==> config.mk <==
export PLATFORM = sky130hd
export DESIGN_NAME = tcmu_top
export DESIGN_NICKNAME = d
export VERILOG_FILES = /design/src/hdl/tcmu_pkg.sv /design/src/hdl/tcmu_slice.sv /design/src/hdl/tcmu_top.sv
export VERILOG_INCLUDE_DIRS = /design/src /design/src/hdl
export SDC_FILE = /design/constraint.sdc
export NUM_CORES = 1
export LEC_CHECK = 0
export BUFFER_PORTS_ARGS = -buffer_cell sky130_fd_sc_hd__buf_2
export CELL_PAD_IN_SITES_DETAIL_PLACEMENT = 1
export CELL_PAD_IN_SITES_GLOBAL_PLACEMENT = 1
export CORE_MARGIN = 4
export CORE_UTILIZATION = 39
export DETAILED_ROUTE_END_ITERATION = 6
export HOLD_SLACK_MARGIN = 0.05
export PLACE_DENSITY = 0.85
export SLEW_MARGIN = 20
export SYNTH_ARGS = -nofsm -noshare
export SYNTH_HDL_FRONTEND = slang
export SYNTH_HIERARCHICAL = 1
export SYNTH_SLANG_ARGS = --single-unit
export TNS_END_PERCENT = 20
==> constraint.sdc <==
create_clock -name clk -period 4.25 [get_ports clk]
set_input_delay 0.2125 -clock clk [delete_from_list [all_inputs] [get_ports clk]]
set_output_delay 0.2125 -clock clk [all_outputs]
set_load 0.02 [all_outputs]
==> src/hdl/tcmu_cfg.svh <==
`ifndef TCMU_CFG_SVH
`define TCMU_CFG_SVH

// ****************************************************************
// Field widths and encodings
// ****************************************************************
`define TCMU_UNITS         4
`define TCMU_CNT_W         16
`define TCMU_SEL_W         4
`define TCMU_SEL_OFF       4'h0
`define TCMU_SEL_TOGGLE    4'h2
`define TCMU_SEL_SET       4'h8
`define TCMU_SEL_CLEAR     4'h9
`define TCMU_SEL_SOFT_INT  4'hA
`define TCMU_SEL_SPECIAL   4'hB
`define TCMU_LATCH_RESET   1'h0
`define TCMU_CTRL_RESET    4'h0

`endif

==> src/hdl/tcmu_pkg.sv <==
package tcmu_pkg;

    // ************************************************************
    // Types shared by the top and the per-unit slice
    // ************************************************************
    typedef logic [15:0] tcmu_count_t;
    typedef logic [3:0]  tcmu_sel_t;

    // Software write port of one unit.
    typedef struct packed
    {
        logic        value_write;
        tcmu_count_t value;
        logic        control_write;
        tcmu_sel_t   control;
    } tcmu_sw_t;

    // What one unit reports on a match.
    typedef struct packed
    {
        logic pin_level;
        logic pin_owned;
        logic special_event;
    } tcmu_unit_out_t;

    typedef enum logic [1:0]
    {
        TCMU_PIN_IDLE,
        TCMU_PIN_DRIVE,
        TCMU_PIN_RELEASE
    } tcmu_pin_state_t;

endpackage

==> src/hdl/tcmu_slice.sv <==
`timescale 1ns/1ns
`include "tcmu_cfg.svh"

// One compare unit: value, select field, output latch and match flag.
module tcmu_slice
    import tcmu_pkg::*;
(
    input  wire logic                clk,
    input  wire logic                reset,
    input  wire tcmu_pkg::tcmu_sw_t  sw,
    input  wire tcmu_pkg::tcmu_count_t timer_count,
    input  wire logic                flag_clear,
    output logic                     match,
    output logic                     match_flag,
    output tcmu_pkg::tcmu_sel_t      select,
    output tcmu_pkg::tcmu_count_t    value,
    output logic                     out_latch
);

    // ************************************************************
    // Match decode
    // ************************************************************

    // Equality is checked on every clock, not only on timer ticks.
    wire logic    equal;
    wire logic    sel_pin;
    wire logic    next_out_latch;
    wire logic    hit;
    logic         match_d;
    assign equal   = (value == timer_count);
    assign match   = equal && (select != `TCMU_SEL_OFF);
    // The count stands for several clocks per tick, so act only once.
    assign hit     = match && !match_d;
    // Only toggle, set and clear drive the pin.
    assign sel_pin = (select == `TCMU_SEL_TOGGLE) ||
                     (select == `TCMU_SEL_SET) ||
                     (select == `TCMU_SEL_CLEAR);

    // Pin action picked by the select field on a match.
    assign next_out_latch =
        (!hit || !sel_pin)              ? out_latch :
        (select == `TCMU_SEL_TOGGLE)    ? ~out_latch :
        (select == `TCMU_SEL_SET)       ? 1'b1 : 1'b0;

    // ************************************************************
    // State
    // ************************************************************

    // A control write of zero clears the compare latch, and with it the output pin.
    always_ff @(posedge clk)
    begin
        if (reset)
        begin
            value      <= '0;
            select     <= `TCMU_CTRL_RESET;
            out_latch  <= `TCMU_LATCH_RESET;
            match_flag <= 1'b0;
            match_d    <= 1'b0;
        end
        else
        begin
            match_d <= match;
            if (sw.value_write)
                value <= sw.value;
            if (sw.control_write)
                select <= sw.control;
            if (sw.control_write && sw.control == `TCMU_CTRL_RESET)
                out_latch <= `TCMU_LATCH_RESET;
            else
                out_latch <= next_out_latch;
            // Set wins over clear so no match is lost.
            if (hit)
                match_flag <= 1'b1;
            else if (flag_clear)
                match_flag <= 1'b0;
        end
    end

endmodule

==> src/hdl/tcmu_top.sv <==
`timescale 1ns/1ns
`include "tcmu_cfg.svh"

module tcmu_top
    import tcmu_pkg::*;
(
    input  wire logic                           clk,
    input  wire logic                           reset,
    input  wire tcmu_pkg::tcmu_sw_t [3:0]       sw,
    input  wire logic [3:0]                     flag_clear,
    input  wire tcmu_pkg::tcmu_count_t          timer_count,
    input  wire logic                           timer_tick,
    input  wire logic                           converter_enable,
    output logic [3:0]                          compare_match_flag,
    output logic [3:0]                          compare_output_pin,
    output logic [3:0]                          pin_owned,
    output logic                                special_event,
    output logic                                timer_reset,
    output logic                                converter_start,
    output logic                                overflow_suppress
);
    import tcmu_pkg::*;

    // ************************************************************
    // Unit instances
    // ************************************************************
    logic [3:0]      match;
    logic [3:0]      latch;
    tcmu_sel_t [3:0] select;
    tcmu_count_t [3:0] value;

    // Four identical slices share only the clock, the reset and the timer count.
    genvar g;
    generate
        for (g = 0; g < `TCMU_UNITS; g++)
        begin : unit
            tcmu_slice u_slice
            (
                .clk         (clk),
                .reset       (reset),
                .sw          (sw[g]),
                .timer_count (timer_count),
                .flag_clear  (flag_clear[g]),
                .match       (match[g]),
                .match_flag  (compare_match_flag[g]),
                .select      (select[g]),
                .value       (value[g]),
                .out_latch   (latch[g])
            );
        end
    endgenerate

    // ************************************************************
    // Pin ownership and special event
    // ************************************************************
    logic [3:0] spec_match;
    logic       pending;
    logic       still_equal;

    // The pin belongs to the unit only in toggle, set or clear modes.
    always_comb
    begin
        for (int i = 0; i < `TCMU_UNITS; i++)
        begin
            pin_owned[i]  = (select[i] == `TCMU_SEL_TOGGLE) ||
                            (select[i] == `TCMU_SEL_SET) ||
                            (select[i] == `TCMU_SEL_CLEAR);
            spec_match[i] = match[i] &&
                            (select[i] == `TCMU_SEL_SPECIAL);
        end
    end

    assign compare_output_pin = latch;

    // Trigger is combinational so it rises in the match cycle itself.
    assign special_event = |spec_match;

    // Equality must still hold at the tick; a rewrite cancels the reset.
    assign still_equal = |spec_match;
    assign timer_reset = pending && timer_tick && still_equal;
    // The timer uses this to skip its overflow flag on our reset.
    assign overflow_suppress = timer_reset;

    // Conversion start is one pulse on the trigger's rising edge.
    logic special_d;
    assign converter_start = special_event && !special_d &&
                             converter_enable;

    // ************************************************************
    // Pending reset register
    // ************************************************************

    // Pending drops once the reset is issued or equality is lost.
    always_ff @(posedge clk)
    begin
        if (reset)
        begin
            pending   <= 1'b0;
            special_d <= 1'b0;
        end
        else
        begin
            special_d <= special_event;
            pending   <= special_event && !timer_reset;
        end
    end

endmodule

# After elaboration in Yosys (flattened, before gate mapping)
# Index checks and enable logic that the tools add are counted.
op_classes:
  n_eq_ne: 20
  n_mux: 16
  n_bitwise: 4
  reduce_logical: 64
op_table:
  columns: ["operator", "count"]
  rows:
  - ["equality test 16 bit", 4]
  - ["equality test 4 bit, second input constant", 12]
  - ["logical AND 1 bit", 21]
  - ["equality test 4 x 2 -> 1 bit, second input constant", 4]
  - ["logical NOT 4 bit", 4]
  - ["two-way mux 1 bit", 16]
  - ["nonzero test 4 bit", 4]
  - ["logical NOT 1 bit", 14]
  - ["logical OR 1 bit", 12]
  - ["nonzero test 2 bit", 4]
  - ["OR reduction 2 bit", 4]
  - ["inverter 1 bit", 4]
  - ["OR reduction 4 bit", 1]
totals:
  ff_bits: 94
  in_bits: 112
  out_inout_bits: 16
  elab_cells: 126

# Depth between registers and ports, before layout
# Gate-level depths: netlist of run 1.
depth:
  depth_word: 7
  depth_mapped: 9
  ltp_nobuf: 8

# Hierarchy
# The synthesis of run 1 kept the hierarchy.
modules_own_cells:
  columns: ["mod", "instances", "cells_each", "area_per_inst_um2", "seq_area_each_um2"]
  rows:
  - ["tcmu_slice", 4, 109, 1058.5, 460.4]
  - ["tcmu_top", 1, 29, 229.0, 40.0]

# Worst setup path after synthesis of run 1
# Ideal clock, no wire load.
synth_timing:
  path_kind: "register -> output"
  start: "register unit[2].u_slice.value[10]"
  end: "output port timer_reset"
  arrival_ps: 2055
  required_ps: 4038
  path_slack_ps: 1982
  stages_incl_launch_ff: 10
  path_buffers: 1
  path_cell_list: "dfxtp_1 -> xor2_1 -> nor4_1 -> and3_1 -> nand3_1 -> inv_1 -> and4b_1 -> a22oi_2 -> a21oi_1 -> buf_4"
synth_between:
  elab_chain_cells: 5
synth_lines:
  columns: ["item", "line", "rtl"]
  rows:
  - ["start: declaration", "tcmu_slice.sv:16", "output tcmu_pkg::tcmu_count_t value,"]
  - ["start signal: assignment", "tcmu_slice.sv:64", "value <= sw.value;"]
  - ["equality test 16 bit", "tcmu_slice.sv:30", "assign equal = (value == timer_count);"]
  - ["logical AND 1 bit", "tcmu_slice.sv:31", "assign match = equal && (select != `TCMU_SEL_OFF);"]
  - ["net match[2]", "tcmu_top.sv:27", "logic [3:0] match;"]
  - ["logical AND 1 bit", "tcmu_top.sv:68", "spec_match[i] = match[i] &&"]
  - ["OR reduction 4 bit", "tcmu_top.sv:79", "assign still_equal = |spec_match;"]
  - ["logical AND 1 bit", "tcmu_top.sv:80", "assign timer_reset = pending && timer_tick && still_equal;"]
  - ["end: declaration", "tcmu_top.sv:18", "output logic timer_reset,"]
# The timed path passes the listed nets, and every way through them passes these cells.

# Final worst setup path of run 1
layout_timing:
  start: "register unit[0].u_slice.value[4]"
  end: "output port overflow_suppress"
layout_between:
  elab_chain_cells: 5
layout_lines:
  columns: ["item", "line", "rtl"]
  rows:
  - ["start: declaration", "tcmu_slice.sv:16", null]
  - ["start signal: assignment", "tcmu_slice.sv:64", null]
  - ["equality test 16 bit", "tcmu_slice.sv:30", null]
  - ["logical AND 1 bit", "tcmu_slice.sv:31", null]
  - ["net match[0]", "tcmu_top.sv:27", null]
  - ["logical AND 1 bit", "tcmu_top.sv:68", null]
  - ["OR reduction 4 bit", "tcmu_top.sv:79", null]
  - ["logical AND 1 bit", "tcmu_top.sv:80", null]
  - ["end: declaration", "tcmu_top.sv:20", "output logic overflow_suppress"]
# The timed path passes the listed nets, and every way through them passes these cells.

==> results.ini, run 1 <==
[worst_setup_path]
rrSetupSlack_ns=1.96
crit_path_end_kind=output port
path_class=flip-flop to output port
worst_ep_required_time_ns=4.04
crit_arrival_ns=2.64
reg2reg_depth=5
start_kind=flip-flop
crit_fanout=5

[sta]
finalSetupTns_ns=0
clock.fmax_mhz=350
drv_slew=0
hold_slack_ns=0.0694
slew_headroom_pct=32.0
period_needed_ns=2.86
period_share_pct=67.2
setup_viol=0
hold_violations=0
skew_ns=0.00747
setup_ws_ns=1.39
grt_setup_unrepaired=no
tightest_slew_ns=1.02

[clock_tree]
cts.sink_count=94
postCtsSetupRepairBufs=0
cts_inserted_buffers=9
insertion_delay_ns=0.34
htree_levels=3
cts_tree=yes
cts_buffer_depth=2
cts.clk_slew.worst_paths_ns=0.06
cts_hold_buf=0
clockRootBuffer=clkbuf_16
cts_resized=0

[detailed_routing]
drtIter0Drc=137
remaining_drc_errors=0
postRouteAntennaNets=0
dr.pass1.iters=4
vias_per_cell=5.18
wire_per_inst_um=17.7
vias=3765
drt_wl_total_um=12800

[power]
power_uw=2170
powerDensity_nw_per_um2=391
power_leakage_uw=0.00268
irDropWorstVdd_uv=160

[job]
drv_cap=0

[final_layout]
seq_area_um2=1880
area_growth_pct=24.1
diodes=0
drive_gt1_share_pct=26.1
final_cell_area_um2=5540
multiInputGateArea_um2=2480
n_fill_cell=1316
fin_nets=695

[global_routing]
antenna_found_initial=1
busiest_layer=met2
grt_use_met2_pct=37.0
grt_pass1_wl_um=20500
grt_max_degree=53
grt_overflow=0
first_global_vias=4166
met1_usage_pct=22.5
track_usage_pct=19.9
grt_use_met3_pct=3.37

[place]
io_buffers=127
dp_worst_setup_slack_ns=1.82
hpwl_um=10000
routabilityCongestion=0.774
postPlaceCellArea_um2=5200

[floorplanning]
core-area_um2=11000
die_area_um2=13200
rows=38
die-width_um=115
fp.dieH_um=115
boundaryPins=128
initial_utilization_pct=40.5

[yosys]
synth_warnings=6
ys_seq_elements=94
ys.flop_type=dfxtp_1
synthDistinctLibCells=25
synth_edf_count=0
synth.top_cells.by_count=nor2_1, dfxtp_1, mux2i_1
syn-cell-area_um2=4460
synth_top_area_cell=dfxtp_1
synthTopCellsByArea=dfxtp_1, mux2i_1, xor2_1
yosysMostFrequentCell=nor2_1
yosysSeqAreaShare_pct=42.2
syn_area_per_cell_um2=9.60
synthArstFlopShare_pct=0
synth_top_area_share_pct=42.2
syn-num-nets=577
syn_inst=465

[status]
status=finished, final reports clean

[min_path]
holdPathStages=2
hold_class=input pin to flip-flop

[power breakdown]
part           switching [uW]  internal, uW  total, uW
Clock                     332           587        920
Sequential               43.6           926        970
Combinational             144           133        278
[worst max-delay path, stage by stage, from the launching register on]
cell	delay (ns)
dfxtp_1	0.32
xor2_1	0.16
nor4_1	0.60
and3_1	0.26
nand3_1	0.15
inv_1	0.10
and4b_1	0.22
a22oi_2	0.10
a21oi_1	0.20
buf_2	0.19
[state kept, by name, summed over array words and instances, names as in the netlist]
register                 cells
pending                      1
unit.u_slice/out_latch       4
special_d                    1
unit.u_slice/match_d         4
unit.u_slice/select         16
unit.u_slice/value          64
unit.u_slice/match_flag      4
[final timing paths]
kind,from,to
max reg2reg,unit[0].u_slice/value[4]$_SDFFE_PP0P_,unit[0].u_slice/out_latch$_SDFFE_PP0N_
min,timer_tick,pending$_SDFF_PP0_
min reg2reg,pending$_SDFF_PP0_,pending$_SDFF_PP0_
max,unit[0].u_slice/value[4]$_SDFFE_PP0P_,overflow_suppress
[cell usage in the layout, fill, tap and decap left out]
cell type	instances
or4_1	4
inv_1	5
a211oi_2	4
a22oi_2	2
xnor2_1	12
o31ai_1	8
nand2b_1	9
a221oi_2	1
and4b_1	4
mux2i_1	83
a211oi_1	4
buf_2	127
and3_1	8
or3b_1	8
bufinv_16	3
clkbuf_16	9
dfxtp_1	94
xor2_1	52
clkinv_2	1
nor2_1	95
a211o_1	4
nand3_1	12
nor3b_1	1
clkbuf_8	1
or3b_2	4
clkbuf_1	1
a21oi_1	4
nand2_1	6
buf_4	1
nor4_1	20
[through the flow]
| stage | utilization, % | instances |
|---|---|---|
| 2_1_floorplan | - | 465 |
| 3_3_place_gp | 47.1 | 712 |
| 3_5_place_dp | 47.1 | 712 |
| 4_1_cts | 50.2 | 727 |
| 5_1_grt | 50.2 | 727 |
| 6_report | 50.2 | 727 |
[cells by family after synthesis]
family	after synthesis	synth area share, %
xor+xnor	64	12.6
compound gates	27	5.27
mux	83	18.6
flops	94	42.2
simple gates	171	19.1
buf+inv	26	2.27
[metal layers]
layer / part of all wire [%] / up-vias
met5: 0.093 / -
met4: 1.9 / 2
met3: 4.4 / 19
met2: 54 / 91
met1: 39 / 1809
li1: - / 1844
[cell type report]
cell class                      count  share of cell area [%]
Clock buffer                       11                    4.38
Clock inverter                      4                    1.72
Inverter                            5                   0.339
Multi-Input combinational cell    345                    44.8
Sequential cell                    94                    34.0
Tap cell                          140                    3.16
Timing Repair Buffer              128                    11.6
Note: power is estimated with default switching activity, not from simulation.
==> run 2: changes to the inputs <==
Clock period 4.25 ns to 3 ns, I/O delays scaled along.
==> run 2 against run 1 <==
Routed wire length increased by 5.8%. Non-clock buffer count increased by 31. Register-to-register slack got worse by 1.2 ns. Sequential cell count unchanged. Core utilization increased by 2.6 points. First-iteration DRC count decreased by 2.2%. Clock power increased by 27%. Total power increased by 37%. Largest power group unchanged. Largest cell class unchanged. Via count increased by 2.7%. Critical path type unchanged. Setup slack got worse by 1.2 ns. Sequential share of layout area decreased by 1.7 points.
==> results.ini, run 2 (synthesis results as in run 1) <==
[worst_setup_path]
start_kind=flip-flop  ; unchanged
worst_ep_required_time_ns=2.85  ; was 4.04 ns
reg2reg_depth=8  ; was 5
crit_fanout=5  ; unchanged
path_class=flip-flop to output port  ; unchanged
r2r-start=unit[3].u_slice/value[4]$_SDFFE_PP0P_  ; was unit[0].u_slice/value[4]$_SDFFE_PP0P_
crit_path_end_kind=output port  ; unchanged
crit_start=unit[3].u_slice/value[4]$_SDFFE_PP0P_  ; was unit[0].u_slice/value[4]$_SDFFE_PP0P_
r2r-end=pending$_SDFF_PP0_  ; was unit[0].u_slice/out_latch$_SDFFE_PP0N_
rrSetupSlack_ns=0.79  ; was 1.96 ns
crit_arrival_ns=2.62  ; was 2.64 ns

[sta]
slew_headroom_pct=33.9  ; was 32.0%
drv_slew=0  ; unchanged
clock.fmax_mhz=361
setup_viol=0  ; unchanged
hold_slack_ns=0.0535  ; was 0.0694 ns
period_needed_ns=2.77
hold_violations=0  ; unchanged
tightest_slew_ns=0.991  ; was 1.02 ns
period_share_pct=92.4
grt_setup_unrepaired=no  ; unchanged
finalSetupTns_ns=0  ; unchanged
skew_ns=0.00558  ; was 0.00747 ns

[clock_tree]
postCtsSetupRepairBufs=0  ; unchanged
htree_levels=3  ; unchanged
cts_resized=0  ; unchanged
clockRootBuffer=clkbuf_16  ; unchanged
cts_tree=yes  ; unchanged
insertion_delay_ns=0.35  ; was 0.34 ns
cts_hold_buf=31  ; was 0
cts_inserted_buffers=9  ; unchanged
cts.sink_count=94  ; unchanged
cts.clk_slew.worst_paths_ns=0.06  ; about the same
cts_buffer_depth=2  ; unchanged

[final_layout]
final_cell_area_um2=5820  ; was 5540 um2
diodes=0  ; unchanged
reg.largest.list=unit.u_slice/value (64), unit.u_slice/select (16)  ; unchanged
top_register=unit.u_slice/value  ; unchanged
fin_nets=726  ; was 695
n_fill_cell=1268  ; was 1316
multiInputGateArea_um2=2480  ; unchanged
area_growth_pct=30.5  ; was 24.1%
largest_reg_flops=64  ; unchanged
seq_area_um2=1880  ; unchanged
layout_commonest_cell=buf_2  ; unchanged
drive_gt1_share_pct=24.9  ; was 26.1%
final_cell_mix=buf_2, nor2_1, dfxtp_1, mux2i_1, xor2_1  ; unchanged

[detailed_routing]
drt_wl_total_um=13600  ; was 12800 um
vias=3868  ; was 3765
vias_per_cell=5.10  ; was 5.18
remaining_drc_errors=0  ; unchanged
dr.pass1.iters=4  ; unchanged
drtIter0Drc=134  ; was 137
postRouteAntennaNets=0  ; unchanged
wire_per_inst_um=17.9  ; was 17.7 um

[global_routing]
grt_overflow=0  ; unchanged
antenna_found_initial=0  ; was 1
track_usage_pct=21.2  ; was 19.9%
grt_pass1_wl_um=21600  ; was 20500 um
grt_max_degree=53  ; unchanged
first_global_vias=4255  ; was 4166

[min_path]
hold_path_end=unit[0].u_slice/value[8]$_SDFFE_PP0P_  ; was pending$_SDFF_PP0_
min_from=sw[13]  ; was timer_tick
holdPathStages=3  ; was 2
hold_class=input pin to flip-flop  ; unchanged

[power]
irDropWorstVdd_uv=420  ; was 160 uV
powerDensity_nw_per_um2=511  ; was 391 nW/um2
power_leakage_uw=0.00279  ; was 0.00268 uW

[floorplanning]
die-width_um=115  ; unchanged
initial_utilization_pct=40.5  ; unchanged
core-area_um2=11000  ; unchanged
die_area_um2=13200  ; unchanged
boundaryPins=128  ; unchanged
fp.dieH_um=115  ; unchanged
rows=38  ; unchanged

[place]
io_buffers=127  ; unchanged
hpwl_um=9900  ; was 10000 um
routabilityCongestion=0.783  ; was 0.774
postPlaceCellArea_um2=5210  ; was 5200 um2

[status]
status=finished, final reports clean  ; unchanged

[job]
drv_cap=0  ; unchanged

-- run 2: cell type report --
| type | count | share of cell area, % |
|---|---|---|
| well taps | 140 | 3.01 |
| clock buffers | 11 | 4.17 |
| clock inverters | 5 | 1.01 |
| inverters | 5 | 0.322 |
| multi-input cells | 345 | 42.6 |
| flip-flops and latches | 94 | 32.3 |
| repair buffers | 159 | 16.6 |
-- run 2: report_power, final --
part | switching (uW) | internal [uW] | leakage (uW)
Clock | 502 | 669 | 0.000142
Combinational | 214 | 217 | 0.00187
Sequential | 61.6 | 1310 | 0.000773
-- run 2: through the flow --
step / instances / util [%] / worst slack (ns) / power [uW]
4_1_cts: 759 / 52.8 / 0.294 / 3000
3_5_place_dp: 712 / 47.2 / 0.694 / 1800
5_1_grt: 759 / 52.8 / 0.0535 / 3100
2_1_floorplan: 465 / - / 0.795 / 1620
6_report: 759 / 52.8 / 0.228 / 2980
3_3_place_gp: 712 / 47.2 / 0.763 / 1770
-- run 2: per-layer routing --
layer  track usage [%]  vias to the layer above  wire length [um]
li1                  -                     1911                 -
met1              23.1                     1855              5420
met2              40.3                       85              7320
met3              5.21                       17               610
met4              6.34                        0               235
met5                 0                        -                 0
-- run 2: critical path: stages (launching register included) --
cell and delay (ns):
dfxtp_1 0.32, xor2_1 0.16, nor4_1 0.56, and3_1 0.28
nand3_1 0.14, inv_1 0.08, and4b_1 0.22, a22oi_2 0.13
a21oi_1 0.19, buf_2 0.19
-- run 2: how the worst max path moves through the flow --
stage | endpoint | slack (ns) | cells after the start
floorplan | timer_reset | 0.79 | 9
global placement | overflow_suppress | 0.76 | 9
detailed placement | overflow_suppress | 0.69 | 9
CTS | overflow_suppress | 0.29 | 9
global route | timer_reset | 0.05 | 9
finish | timer_reset | 0.23 | 9
==> run 3: changes to the inputs <==
Clock period 3 ns to 2.91 ns, I/O delays scaled along.
==> run 3 against run 2 <==
Final cell count shrank 1.4%. Via count down 0.88%. Sequential share of layout area rose by 0.73 points. Clock power decreased by 7%. Critical path type unchanged.
==> results.ini, run 3 (synthesis results as in run 1) <==
[status]
status=finished, final reports clean  ; unchanged

[worst_setup_path]
worst_ep_required_time_ns=2.76  ; was 2.85 ns
worst_path_max_delay_cell=nor4_1  ; unchanged
path_class=flip-flop to output port  ; unchanged
path_cells=xor2_1 > nor4_1 > and3_1 > nand3_1 > inv_1 > and4b_1 > a22oi_2 > a21oi_1 > buf_2  ; unchanged
crit_fanout=5  ; unchanged
crit_arrival_ns=2.58  ; was 2.62 ns
r2r-start=unit[0].u_slice/value[4]$_SDFFE_PP0P_  ; was unit[3].u_slice/value[4]$_SDFFE_PP0P_
start_kind=flip-flop  ; unchanged
reg2reg_depth=8  ; unchanged
path_buf_inv=2  ; unchanged
cpPeakStageDelay_ns=0.54  ; was 0.56 ns
rrSetupSlack_ns=0.75  ; was 0.79 ns
crit_path_end_kind=output port  ; unchanged
critical_path.top_delay_family=simple AND/OR/NAND/NOR gates  ; unchanged
r2r-end=pending$_SDFF_PP0_  ; unchanged

[min_path]
hold_class=input pin to flip-flop  ; unchanged
min_from=sw[74]  ; was sw[13]
hold_path_end=unit[3].u_slice/value[3]$_SDFFE_PP0P_  ; was unit[0].u_slice/value[8]$_SDFFE_PP0P_
holdPathStages=3  ; unchanged

[final_layout]
area_growth_pct=27.6  ; was 30.5%
diodes=0  ; unchanged
layout_commonest_cell=buf_2  ; unchanged
fin_nets=715  ; was 726
top_register=unit.u_slice/value  ; unchanged
reg.largest.list=unit.u_slice/value (64), unit.u_slice/select (16)  ; unchanged
drive_gt1_share_pct=25.7  ; was 24.9%
largest_reg_flops=64  ; unchanged
n_fill_cell=1313  ; was 1268
final_cell_mix=buf_2, nor2_1, dfxtp_1, mux2i_1, xor2_1  ; unchanged
fin_cells=748  ; was 759

[detailed_routing]
dr_wl_met3_um=511  ; was 610 um
remaining_drc_errors=0  ; unchanged
wire_per_inst_um=17.6  ; was 17.9 um
drt_wl_total_um=13100  ; was 13600 um
vias_per_cell=5.13  ; was 5.10
wl_met2_um=6950  ; was 7320 um
vias=3834  ; was 3868
drtIter0Drc=110  ; was 134
dr.pass1.iters=4  ; unchanged
top_layer=met4  ; unchanged
postRouteAntennaNets=0  ; unchanged
wl_met1_um=5480  ; was 5420 um

[sta]
setup_ws_ns=0.188  ; was 0.228 ns
slew_headroom_pct=33.3  ; was 33.9%
tightest_slew_ns=1.00  ; was 0.991 ns
period_share_pct=93.5
setup_viol=0  ; unchanged
hold_violations=0  ; unchanged
clock.fmax_mhz=367
finalSetupTns_ns=0  ; unchanged
grt_setup_unrepaired=no  ; unchanged
skew_ns=0.00598  ; was 0.00558 ns
period_needed_ns=2.72
drv_slew=0  ; unchanged

[floorplanning]
boundaryPins=128  ; unchanged
die-width_um=115  ; unchanged
fp.dieH_um=115  ; unchanged
rows=38  ; unchanged
initial_utilization_pct=40.5  ; unchanged
core-area_um2=11000  ; unchanged
die_area_um2=13200  ; unchanged

[power]
power_leakage_uw=0.00273  ; was 0.00279 uW
powerDensity_nw_per_um2=517  ; was 511 nW/um2
irDropWorstVdd_uv=310  ; was 420 uV

[place]
io_buffers=127  ; unchanged
hpwl_um=9960  ; was 9900 um
place_inst=712  ; unchanged
dp_worst_setup_slack_ns=0.642  ; was 0.694 ns
routabilityCongestion=0.792  ; was 0.783

[clock_tree]
cts_buffer_depth=2  ; unchanged
insertion_delay_ns=0.34  ; was 0.35 ns
cts.clk_slew.worst_paths_ns=0.07  ; was 0.06 ns
cts_tree=yes  ; unchanged
cts_inserted_buffers=9  ; unchanged
clockRootBuffer=clkbuf_16  ; unchanged
postCtsSetupRepairBufs=0  ; unchanged
htree_levels=3  ; unchanged
cts.sink_count=94  ; unchanged

[global_routing]
antenna_found_initial=0  ; unchanged
grt_overflow=0  ; unchanged
grt_max_degree=52  ; was 53
track_usage_pct=20.4  ; was 21.2%
grt_pass1_wl_um=21100  ; was 21600 um
first_global_vias=4164  ; was 4255

[job]
drv_cap=0  ; unchanged

[run 3: area by class of cell]
cell class | instances | area [um2] | area share, %
multi-input cells | 345 | 2490 | 43.7
clock buffers | 10 | 239 | 4.20
inverters | 5 | 18.8 | 0.330
repair buffers | 148 | 856 | 15.0
flip-flops and latches | 94 | 1880 | 33.0
clock inverters | 6 | 37.5 | 0.659
well taps | 140 | 175 | 3.08
[run 3: routing by layer]
metal / track usage, % / vias up
met5: 0 / -
met4: 7.12 / 0
met3: 3.26 / 16
met2: 37.7 / 86
met1: 23.7 / 1836
li1: - / 1896
[run 3: worst reg2reg max path, cell delays in order (launching register included)]
cell and delay [ns]:
dfxtp_1 0.32, xor2_1 0.17, nor4_1 0.54, and3_1 0.25, nand3_1 0.13, inv_1 0.08
and4b_1 0.23, a22oi_2 0.11, a221oi_2 0.24
[run 3: worst max path at each step]
stage                                                       from                end  slack, ns  cells after the start
after floorplan           unit[2].u_slice/value[10]$_SDFFE_PP0P_        timer_reset       0.71                      9
final                      unit[0].u_slice/value[4]$_SDFFE_PP0P_        timer_reset       0.19                      9
after global placement     unit[3].u_slice/value[4]$_SDFFE_PP0P_  overflow_suppress       0.70                      9
after detailed placement   unit[2].u_slice/value[4]$_SDFFE_PP0P_  overflow_suppress       0.64                      9
after CTS                  unit[3].u_slice/value[4]$_SDFFE_PP0P_  overflow_suppress       0.25                      9
after global routing      unit[3].u_slice/value[12]$_SDFFE_PP0P_        timer_reset       0.04                      9
[run 3: repair_timing]
item,4_1_cts,5_1_grt
setup endpoints to repair,0,2
gates resized for setup,0,1
hold endpoints to repair,20,0
hold buffers,20,0
[run 3: per-stage QoR]
step / util, % / hold slack, ns / total power [uW] / instance area, um2
floorplan: - / 0.212 / 1670 / 4460
global placement: 47.2 / 0.348 / 1830 / 5210
detailed placement: 47.2 / 0.354 / 1850 / 5210
CTS: 51.6 / 0.0503 / 2970 / 5690
global route: 51.6 / 0.0559 / 3080 / 5690
finish: 51.6 / 0.0495 / 2940 / 5690
[run 3: power by group]
part	total (uW)	internal [uW]	switching, uW
sequential	1420	1350	63.4
combinational	434	214	220
clock	1090	598	496
